**src/logic/dvk_pkg.sv**
```systemverilog
// Shared constants and carrier types for the double VLAN quad key field builder.
// Assumes one core clock domain shared by the frame parser, this block and the matcher.
package dvk_pkg;

  localparam int KEY_W = 93;
  localparam int KEY_OAM_POS = 23;
  localparam int KEY_TYPE_FLAG_POS = 63;
  localparam int KEY_OVL_POS = 64;
  localparam int OVL_W = 16;
  localparam int KEY_IP_OR_SNAP_FLAG_POS = 80;
  localparam int KEY_IPV4_POS = 81;
  localparam int KEY_FRAG_POS = 82;
  localparam int KEY_NONFIRST_POS = 83;
  localparam int KEY_OPTS_POS = 84;
  localparam int KEY_DSCP_POS = 85;
  localparam int DSCP_W = 6;
  localparam int KEY_TCP_OR_UDP_FLAG_POS = 91;
  localparam int KEY_TCP_POS = 92;
  localparam int UPPER_W = KEY_W - KEY_TYPE_FLAG_POS;

  localparam logic [15:0] TYPE_MIN = 16'h0600;
  localparam logic [15:0] OAM_OVERLOADED_TYPE_FIELD = 16'h8902;
  localparam logic [7:0] OAM_HI = 8'h89;
  localparam logic [3:0] IHL_NO_OPTS = 4'h5;
  localparam logic [7:0] PROTO_TCP = 8'h06;
  localparam logic [7:0] PROTO_UDP = 8'h11;

  localparam int REG_AW = 8;
  localparam logic [REG_AW-1:0] REG_CTRL = 8'h00;
  localparam logic [REG_AW-1:0] REG_COUNT = 8'h04;
  localparam logic [REG_AW-1:0] REG_LAST_KEY = 8'h08;
  localparam logic [REG_AW-1:0] REG_FRAG_COUNT = 8'h0C;
  localparam int CTRL_EN_BIT = 0;
  localparam int CTRL_HALF_BIT = 1;
  localparam int CTRL_AUTO_BIT = 2;
  localparam int CTRL_W = 3;
  localparam logic [CTRL_W-1:0] CTRL_RESET = 3'h1;
  localparam int CNT_W = 16;
  localparam logic [CNT_W-1:0] CNT_RESET = 16'h0000;

  typedef struct packed {
    logic valid;
    logic [15:0] type_or_length_flag;
    logic is_snap;
    logic is_ipv4;
    logic is_ipv6;
    logic [7:0] dsap;
    logic [7:0] ssap;
    logic [15:0] pid_hi;
    logic [7:0] ip_proto;
    logic [15:0] dport;
    logic more_frag;
    logic [12:0] frag_ofs;
    logic [3:0] ihl;
    logic [5:0] dscp;
    logic oam_masq;
    logic [6:0] meg_level;
  } frame_desc_t;

  typedef struct packed {
    logic valid;
    logic type_flag;
    logic [OVL_W-1:0] ovl;
    logic oam;
    logic ip_or_snap_flag;
    logic ipv4;
    logic frag;
    logic nonfirst;
    logic opts;
    logic [DSCP_W-1:0] dscp;
    logic tcp_or_udp_flag;
    logic tcp;
  } dec_t;

  typedef struct packed {
    logic valid;
    logic [KEY_W-1:0] key;
  } key_out_t;

  typedef struct packed {
    logic [REG_AW-1:0] addr;
    logic [31:0] wdata;
    logic wr;
    logic rd;
  } reg_req_t;

endpackage

```
**src/logic/dbl_vlan_key_fields.sv**
```systemverilog
// Upper field builder of the double VLAN quad key, with a small register port.
// Assumes the frame parser and the matcher share the core clock; frames arrive one per cycle
// at most and the lower key fields are merged by the logic that consumes the key.
`timescale 1ns/100ps

module dbl_vlan_key_fields (
  input wire logic core_clk,
  input wire logic rst_b,
  input dvk_pkg::frame_desc_t frame_in,
  input dvk_pkg::reg_req_t reg_req,
  output dvk_pkg::key_out_t key_out,
  output logic half_key_type,
  output logic [31:0] rd_data
);
  import dvk_pkg::*;

  dec_t dec;
  logic [CTRL_W-1:0] ctrl_r;
  logic [CNT_W-1:0] frame_cnt_r;
  logic [CNT_W-1:0] oam_cnt_r;
  logic [CNT_W-1:0] frag_cnt_r;
  logic [KEY_W-1:0] key_nxt;
  logic [31:0] rd_nxt;
  logic key_valid_r;
  logic [KEY_W-1:0] key_r;
  logic half_key_type_r;
  logic [31:0] rd_data_r;

  frame_field_decoder u_decoder (
    .core_clk(core_clk),
    .rst_b(rst_b),
    .frame(frame_in),
    .en(ctrl_r[CTRL_EN_BIT]),
    .dec_r(dec)
  );

  // Control register: enable, half key type and automatic type choice.
  always_ff @(posedge core_clk or negedge rst_b) begin
    if (!rst_b) begin
      ctrl_r <= CTRL_RESET;
    end else if (reg_req.wr && reg_req.addr == REG_CTRL) begin
      ctrl_r <= reg_req.wdata[CTRL_W-1:0];
    end
  end

  // Bits below the type flag other than the OAM flag belong to other builders and stay zero,
  // so the consumer can OR its own fields into the vector without masking.
  always_comb begin
    key_nxt = '0;
    key_nxt[KEY_OAM_POS] = dec.oam;
    key_nxt[KEY_TYPE_FLAG_POS] = dec.type_flag;
    key_nxt[KEY_OVL_POS +: OVL_W] = dec.ovl;
    key_nxt[KEY_IP_OR_SNAP_FLAG_POS] = dec.ip_or_snap_flag;
    key_nxt[KEY_IPV4_POS] = dec.ipv4;
    key_nxt[KEY_FRAG_POS] = dec.frag;
    key_nxt[KEY_NONFIRST_POS] = dec.nonfirst;
    key_nxt[KEY_OPTS_POS] = dec.opts;
    key_nxt[KEY_DSCP_POS +: DSCP_W] = dec.dscp;
    key_nxt[KEY_TCP_OR_UDP_FLAG_POS] = dec.tcp_or_udp_flag;
    key_nxt[KEY_TCP_POS] = dec.tcp;
  end

  always_ff @(posedge core_clk or negedge rst_b) begin
    if (!rst_b) begin
      key_valid_r <= 1'h0;
    end else begin
      key_valid_r <= dec.valid;
    end
  end

  // The key holds its value between frames so that the last one stays readable.
  always_ff @(posedge core_clk or negedge rst_b) begin
    if (!rst_b) begin
      key_r <= '0;
    end else if (dec.valid) begin
      key_r <= key_nxt;
    end
  end

  always_ff @(posedge core_clk or negedge rst_b) begin
    if (!rst_b) begin
      half_key_type_r <= 1'h0;
    end else if (!ctrl_r[CTRL_AUTO_BIT]) begin
      half_key_type_r <= ctrl_r[CTRL_HALF_BIT];
    end else if (dec.valid) begin
      half_key_type_r <= dec.ipv4;
    end
  end

  // Counters wrap; a write of any value to a count register clears it, but a frame
  // counted in the same cycle wins so that no event is lost.
  always_ff @(posedge core_clk or negedge rst_b) begin
    if (!rst_b) begin
      frame_cnt_r <= CNT_RESET;
    end else if (dec.valid) begin
      frame_cnt_r <= (reg_req.wr && reg_req.addr == REG_COUNT) ? 16'h0001 : frame_cnt_r + 16'h0001;
    end else if (reg_req.wr && reg_req.addr == REG_COUNT) begin
      frame_cnt_r <= CNT_RESET;
    end
  end

  always_ff @(posedge core_clk or negedge rst_b) begin
    if (!rst_b) begin
      oam_cnt_r <= CNT_RESET;
    end else if (dec.valid && dec.oam) begin
      oam_cnt_r <= (reg_req.wr && reg_req.addr == REG_COUNT) ? 16'h0001 : oam_cnt_r + 16'h0001;
    end else if (reg_req.wr && reg_req.addr == REG_COUNT) begin
      oam_cnt_r <= CNT_RESET;
    end
  end

  always_ff @(posedge core_clk or negedge rst_b) begin
    if (!rst_b) begin
      frag_cnt_r <= CNT_RESET;
    end else if (dec.valid && (dec.frag || dec.opts)) begin
      frag_cnt_r <= (reg_req.wr && reg_req.addr == REG_FRAG_COUNT) ? 16'h0001
                    : frag_cnt_r + 16'h0001;
    end else if (reg_req.wr && reg_req.addr == REG_FRAG_COUNT) begin
      frag_cnt_r <= CNT_RESET;
    end
  end

  always_comb begin
    case (reg_req.addr)
      REG_CTRL: rd_nxt = {29'h0000_0000, ctrl_r};
      REG_COUNT: rd_nxt = {oam_cnt_r, frame_cnt_r};
      REG_LAST_KEY: rd_nxt = {2'h0, key_r[KEY_W-1:KEY_TYPE_FLAG_POS]};
      REG_FRAG_COUNT: rd_nxt = {16'h0000, frag_cnt_r};
      default: rd_nxt = 32'h0000_0000;
    endcase
  end

  // Read data stand for exactly the cycle after the strobe and are zero otherwise.
  always_ff @(posedge core_clk or negedge rst_b) begin
    if (!rst_b) begin
      rd_data_r <= 32'h0000_0000;
    end else if (reg_req.rd) begin
      rd_data_r <= rd_nxt;
    end else begin
      rd_data_r <= 32'h0000_0000;
    end
  end

  assign key_out.valid = key_valid_r;
  assign key_out.key = key_r;
  assign half_key_type = half_key_type_r;
  assign rd_data = rd_data_r;

  logic [OVL_W-1:0] ovl_seen;
  assign ovl_seen = key_r[KEY_OVL_POS +: OVL_W];
endmodule

```
**src/logic/frame_field_decoder.sv**
```systemverilog
// Frame field decoder: turns one parsed frame descriptor into registered key fields.
// Assumes the parser drives the descriptor on the core clock, one cycle per frame.
`timescale 1ns/100ps
module frame_field_decoder (
  input wire logic core_clk,
  input wire logic rst_b,
  input dvk_pkg::frame_desc_t frame,
  input wire logic en,
  output dvk_pkg::dec_t dec_r
);
  import dvk_pkg::*;

  function automatic logic is_ip(input frame_desc_t f);
    return f.is_ipv4 | f.is_ipv6;
  endfunction

  function automatic logic is_tcp(input frame_desc_t f);
    return is_ip(f) & (f.ip_proto == PROTO_TCP);
  endfunction

  function automatic logic is_l4(input frame_desc_t f);
    return is_tcp(f) | (is_ip(f) & (f.ip_proto == PROTO_UDP));
  endfunction

  logic type_flag;
  logic oam;
  logic [OVL_W-1:0] ovl_nxt;

  assign type_flag = frame.type_or_length_flag >= TYPE_MIN;
  assign oam = frame.type_or_length_flag == OAM_OVERLOADED_TYPE_FIELD;

  // The OAM encoding wins over every other overload because its EtherType is type encoded.
  always_comb begin
    if (oam) begin
      ovl_nxt = {OAM_HI, frame.oam_masq, frame.meg_level};
    end else if (!type_flag) begin
      ovl_nxt = frame.is_snap ? frame.pid_hi : {frame.dsap, frame.ssap};
    end else if (is_l4(frame)) begin
      ovl_nxt = frame.dport;
    end else if (is_ip(frame)) begin
      ovl_nxt = {8'h00, frame.ip_proto};
    end else begin
      ovl_nxt = frame.type_or_length_flag;
    end
  end

  // Options are neither skipped nor parsed, so the port taken for a fragmented or
  // option-bearing frame is whatever sits at the fixed offset and is not to be trusted.
  // The whole descriptor lives in one process because it is one packed variable.
  always_ff @(posedge core_clk or negedge rst_b) begin
    if (!rst_b) begin
      dec_r <= '0;
    end else begin
      dec_r.valid <= frame.valid & en;
      if (frame.valid & en) begin
        dec_r.type_flag <= type_flag;
        dec_r.ovl <= ovl_nxt;
        dec_r.oam <= oam;
        dec_r.ip_or_snap_flag <= is_ip(frame) | frame.is_snap;
        dec_r.ipv4 <= frame.is_ipv4;
        dec_r.frag <= frame.is_ipv4 & (frame.more_frag | (frame.frag_ofs != 13'h0000));
        dec_r.nonfirst <= frame.is_ipv4 & (frame.frag_ofs != 13'h0000);
        dec_r.opts <= frame.is_ipv4 & (frame.ihl > IHL_NO_OPTS);
        dec_r.dscp <= frame.dscp;
        dec_r.tcp_or_udp_flag <= is_l4(frame);
        dec_r.tcp <= is_tcp(frame);
      end
    end
  end

endmodule

```
**config.mk**
```make
export PLATFORM = sky130hd
export DESIGN_NAME = dbl_vlan_key_fields
export DESIGN_NICKNAME = d
export VERILOG_FILES = /design/src/logic/dvk_pkg.sv /design/src/logic/dbl_vlan_key_fields.sv /design/src/logic/frame_field_decoder.sv
export SDC_FILE = /design/constraint.sdc
export NUM_CORES = 1
export LEC_CHECK = 0
export ABC_AREA = 1
export BUFFER_PORTS_ARGS = -buffer_cell sky130_fd_sc_hd__buf_2
export CAP_MARGIN = 25
export CORE_AREA = 2 2 152 184
export CTS_CLUSTER_SIZE = 40
export DETAILED_ROUTE_END_ITERATION = 16
export DIE_AREA = 0 0 154 186
export PLACE_DENSITY = 0.5
export SKIP_LAST_GASP = 1
export SYNTH_ARGS = -nofsm -noshare
export SYNTH_HDL_FRONTEND = slang
export SYNTH_SLANG_ARGS = --single-unit
```
**constraint.sdc**
```tcl
create_clock -name core_clk -period 1.6 [get_ports core_clk]
set_input_delay 0.32 -clock core_clk [delete_from_list [all_inputs] [get_ports core_clk]]
set_output_delay 0.32 -clock core_clk [all_outputs]
set_load 0.03 [all_outputs]
```
[Yosys cells after proc, flatten, opt, wreduce, memory -nomap -nowiden]
Index checks and enable logic that the tools add are counted.
Cells by class
  shifts and indexed selects: 0
  $mul: 0
  mux-type cells: 17
  equal/unequal tests: 7
  reduce and logical (&&, ||, !) cells: 11
  add/subtract/negate cells: 3
  divide/modulo/power cells: 0
  bitwise gates (word level): 10
  magnitude comparators: 2
Operators by type and width (count)
  $mux W16: 13
  $pmux W32 S4: 1
  $add A16 B1 Y16 const B: 3
  $mux W32: 1
  $eq A16 B16 Y1 const B: 1
  $eq A8 B3 Y1 const B: 2
  $eq A8 B4 Y1 const B: 2
  $ge A16 B11 Y1 const B: 1
  $reduce_bool A13 Y1: 1
  $eq A8 B5 Y1 const B: 1
  $logic_not A8 Y1: 1
  $and A1 B1 Y1: 6
  $reduce_bool A2 Y1: 3
  $logic_and A1 B1 Y1: 5
  $gt A4 B3 Y1 const B: 1
  $or A1 B1 Y1: 4
  $mux W1: 2
  $ne A2 B1 Y1 const B: 1
  $logic_or A1 B1 Y1: 1
Storage, ports and cells
  bits in read-only memories: 0
  output and inout bits: 127
  input port bits: 152
  memory bits (writable): 0
  bits in registers: 148
  bits in latches: 0
  memories kept: 0

[Longest topological paths before layout]
  word-level depth: 6
  depth in mapped cells: 10
  depth with buffers taken out: 10

[Cells and area by module]
From an unflattened synthesis, not the netlist that was laid out.
Unflattened totals
  cells, all modules: 1153
  area total of the unflattened synthesis: 8456.9 um2
Modules (own cells, without submodules)
  dbl_vlan_key_fields: sequential area each 2904.0 um2, times used 1, cells an instance 822, area an instance 6334.8 um2
  frame_field_decoder: sequential area each 800.8 um2, times used 1, cells an instance 331, area an instance 2122.0 um2

[Worst setup path before layout]
Ideal clock, no wire load.
  kind: input to register
  start: input reg_req[35] (netlist bit)
  end: register frame_cnt_r[12]
  setup slack: 0.210 ns
  data required time: 1.481 ns
  cell stages on the path: 8
  data arrival time: 1.271 ns
  cell sequence: nor2_2 inv_1 nor3_4 nand3_2 inv_1 buf_2 a21oi_1 o21a_1
On the way
  word-level cells in the longest chain between the ends: 4
Ends and longest elaborated chain
  start: declaration: line dbl_vlan_key_fields.sv:10  | input dvk_pkg::reg_req_t reg_req,
  $eq A8 B3 Y1 (*): line dbl_vlan_key_fields.sv:96, dbl_vlan_key_fields.sv:97
  $logic_and A1 B1 Y1 (*): line dbl_vlan_key_fields.sv:96, dbl_vlan_key_fields.sv:97
  $mux W16: line dbl_vlan_key_fields.sv:96  | frame_cnt_r <= (reg_req.wr && reg_req.addr == REG_COUNT) ? 16'h0001 : frame_cnt_r + 16'h0001;
  $mux W16: line dbl_vlan_key_fields.sv:95  | end else if (dec.valid) begin
  end signal: assignment: line dbl_vlan_key_fields.sv:96
  end: declaration: line dbl_vlan_key_fields.sv:19  | logic [CNT_W-1:0] frame_cnt_r;
Every way passes the cells marked *; elsewhere a longest branch is shown, timed or not.
A chain may end at the register's enable or synchronous reset.

[Worst setup path in the final report]
  start: register u_decoder.dec_r[31] (netlist bit)
  end: register frame_cnt_r[10]
On the way
  word-level cells in the longest chain between the ends: 1
Ends and longest elaborated chain
  start: declaration: line frame_field_decoder.sv:9  | output dvk_pkg::dec_t dec_r
  $mux W16 or $reduce_bool A2 Y1 (tied branches)
Parallel ways exist; a longest one is shown, timed or not.

==> key figures <==
Timing
  • Setup-failing EPs final: 0
  • Clock Skew: 0.00707 ns
  • Final period utilization: 91.8%
  • Slew Limit Fails: 0
  • RSZ-0062 raised after global routing: yes
  • Min Tclk post-route: 1.47 ns
  • PnR worst setup slack: 0.131 ns
  • Final Hold Fails: 0
  • Peak Freq: 681 MHz

Floorplanning
  • Core Rows: 66
  • Die area: 28,600 um^2
  • Starting Density: 29.7%
  • Core area: 26,800 um^2
  • Die width: 154 um
  • Chip height: 186 um
  • Top Ports: 279

Status
  • Status: completed

Detailed routing
  • Starting DRT DRC Count: 425
  • DR vias: 7,521
  • Vias/cell: 4.46
  • Drt drc: 0
  • Drt total wl: 25,200 um
  • Drt first pass iters: 5
  • Post-route ant nets: 0
  • Wire per inst: 14.9 um

Place
  • Pre-CTS setup slack: -0.0959 ns
  • HPWL Detailed: 20,500 um
  • Routability Congestion: 0.878
  • Placement Cell Area: 9660 um^2
  • PortBufs: 186

CTS
  • CTS root buf: clkbuf_16
  • Total CTS buffers: 17
  • Max clock buf depth: 2
  • Reg clk slew, reported paths: 0.06 ns
  • Clk sinks: 148
  • Worst skew pair latency: 0.43 ns
  • Setup Fix Bufs, Post-CTS: 0
  • CTS H-Tree Depth: 4
  • CTS tree: yes

Logic synthesis
  • Synth Instances: 1,079
  • Syn. warnings: 0
  • Compound-Gate Fraction of Synth Area: 9.87%
  • Mapped Area: 7980 um^2
  • Synth Area in XOR/XNOR: 0.549%
  • Post-synthesis mux area share: 0%
  • Syn Area/Cell: 7.40 um^2
  • Simple-Gate Fraction of Synth Area: 29.3%
  • Synth Register Bits: 148
  • Ys flop type: dfrtp_1
  • Register area share after synthesis: 46.4%
  • Cell taking the most area after synthesis: dfrtp_1
  • Post-synth top area share: 46.1%
  • Yosys cell types: 33
  • Largest family of logic cells by synthesized area: simple AND/OR/NAND/NOR gates
  • Adder-cell share of the synthesized area: 0.470%
  • Async set-reset flop share out of synthesis: 100%
  • Number of flops mapped to enable cells by yosys: 0
  • Area contributors post-synth: dfrtp_1, nand2_1, buf_4

Global route
  • Initial antenna violation count: 0
  • First-pass GRT wire length: 39,700 um
  • Largest net degree at the start of global routing: 41
  • GRT overflow: 0
  • Total track usage: 17.9%
  • Vias in the first global route: 7,320

Final layout
  • Final nets: 1,490
  • Register area: 3710 um^2
  • Multi-input logic area: 3480 um^2
  • Final non-filler cell area: 10,300 um^2
  • Fill cells: 2,844
  • Area Overhead vs Synth: 28.6%
  • Share of layout cells above drive strength 1: 24.7%
  • Ant diodes: 0

Critical path
  • CP peak stage delay: 0.42 ns
  • CP Class: reg2reg
  • Worst R2R End: frame_cnt_r[10]$_DFFE_PN0P_
  • R2R setup slack: 0.13 ns
  • Crit-path max FO: 7
  • Launching point of the worst reg2reg path: u_decoder.dec_r[31]$_DFF_PN0_
  • Critical path endpoint: frame_cnt_r[10]$_DFFE_PN0P_
  • CP arrival: 1.81 ns
  • Crit end category: register
  • R2R cell count: 7
  • CP startpoint kind: register
  • Worst path cell trace: buf_4 > nand3_2 > nor2_2 > nand3_1 > nor2_1 > a21oi_1 > nor3_1
  • WP data required: 1.94 ns
  • Slowest-stage cell, CP: dfrtp_2
  • CP startpoint: u_decoder.dec_r[31]$_DFF_PN0_

Power
  • Power Density: 1000 nW/um^2
  • Leakage power: 5.61 nW
  • Worst vdd ir: 0.000694 V

Worst hold path
  • Hold Path Class: in2reg

Run
  • Max Cap Viol: 0
## worst min-delay path by stage
stage,from,to,cells after the start
floorplan,rst_b,ctrl_r[1]$_DFFE_PN0P_,0
global placement,rst_b,rd_data[11]$_DFF_PN0_,1
detailed placement,rst_b,u_decoder.dec_r[25]$_DFFE_PN0P_,1
CTS,frame_in[8],u_decoder.dec_r[2]$_DFFE_PN0P_,3
global route,frame_in[9],u_decoder.dec_r[3]$_DFFE_PN0P_,3
finish,frame_in[12],u_decoder.dec_r[6]$_DFFE_PN0P_,3
## layer usage
metal	track usage (%)	vias to the layer above	wire, um
li1	-	3824	-
met1	21.9	3445	10800
met2	32.1	228	12800
met3	3.10	24	1210
met4	5.61	0	432
met5	0	-	0
## Yosys cell counts, drive strengths merged (2+ instances only)
cell / instances
nand2: 332
a22oi: 3
nand4: 20
nor2: 106
nand3: 62
nor3: 31
inv: 117
nand3b: 2
xor2: 5
o211ai: 5
o21a: 2
a31oi: 3
a21oi: 67
clkbuf: 19
clkinv: 2
dfrtp: 147
o22ai: 3
o21ai: 65
nor4: 4
buf: 76
ha: 3
## through the flow
stage | instances | total power (W) | setup TNS [ns] | hold WS, ns | util (%)
floorplan | 1140 | 0.00582 | 0 | 0.0244 | -
global placement | 1655 | 0.00651 | -1.28 | 0.228 | 36.0
detailed placement | 1655 | 0.00654 | -1.99 | 0.228 | 36.0
CTS | 1688 | 0.0104 | 0 | 0.0646 | 38.1
global route | 1688 | 0.0109 | -0.0634 | 0.0774 | 38.3
finish | 1688 | 0.0103 | 0 | 0.0853 | 38.3
## worst max-delay path, delay by kind of cell, from the launching register on
family	cells	cell delay, ns
buffers and inverters	1	0.18
DFF	1	0.42
and+or+nand+nor	5	0.69
AOI/OAI and AO/OA	1	0.09
## layout make-up
class                           count  area share [%]
Clock buffer                       19            4.22
Clock inverter                     13            1.21
Inverter                          119            4.35
Multi-Input combinational cell    778            33.9
Sequential cell                   148            36.1
Tap cell                          340            4.14
Timing Repair Buffer              271            16.1
## registers in the layout, summed over array words and instances, names as in the netlist
register and flops:
frame_cnt_r 16, rd_data 32, oam_cnt_r 16, key_valid_r 1, u_decoder.dec_r 32, frag_cnt_r 16
ctrl_r 3, key_r 31, half_key_type 1
## power by group
part | internal [W] | total, W | leakage (nW) | switching, W
Clock | 0.00215 | 0.00380 | 0.253 | 0.00165
Combinational | 0.000635 | 0.00190 | 3.40 | 0.00127
Sequential | 0.00421 | 0.00459 | 1.96 | 0.000380
Total | 0.00700 | 0.0103 | 5.61 | 0.00329
## cells in the final DEF, fill, tap and decap left out, drive strengths merged, types with 4 or more instances in the layout
master    instances
clkbuf           19
nand3            62
inv             121
conb             62
nor2            106
nor3             31
clkinv            4
dfrtp           147
clkinvlp          6
nand4            20
buf             270
nand2           332
a21oi            67
o211ai            5
nor4              4
xor2              5
o21ai            65
## cell families (layout without fill, tap and decap cells)
group,after synthesis,in the layout
AO/OA/AOI/OAI,150,150
buffers and inverters,214,422
AND/OR/NAND/NOR,558,558
other,1,62
XOR/XNOR,5,5
flip-flops,148,148
adder cells (fa/ha/maj),3,3
## timing repair
action | in CTS | in global routing
endpoints found under the setup margin | 0 | 18
hold buffers | 1 | 0
gates resized for setup | 0 | 15
hold endpoints to repair | 23 | 0
(Power assumes the default switching activity.)
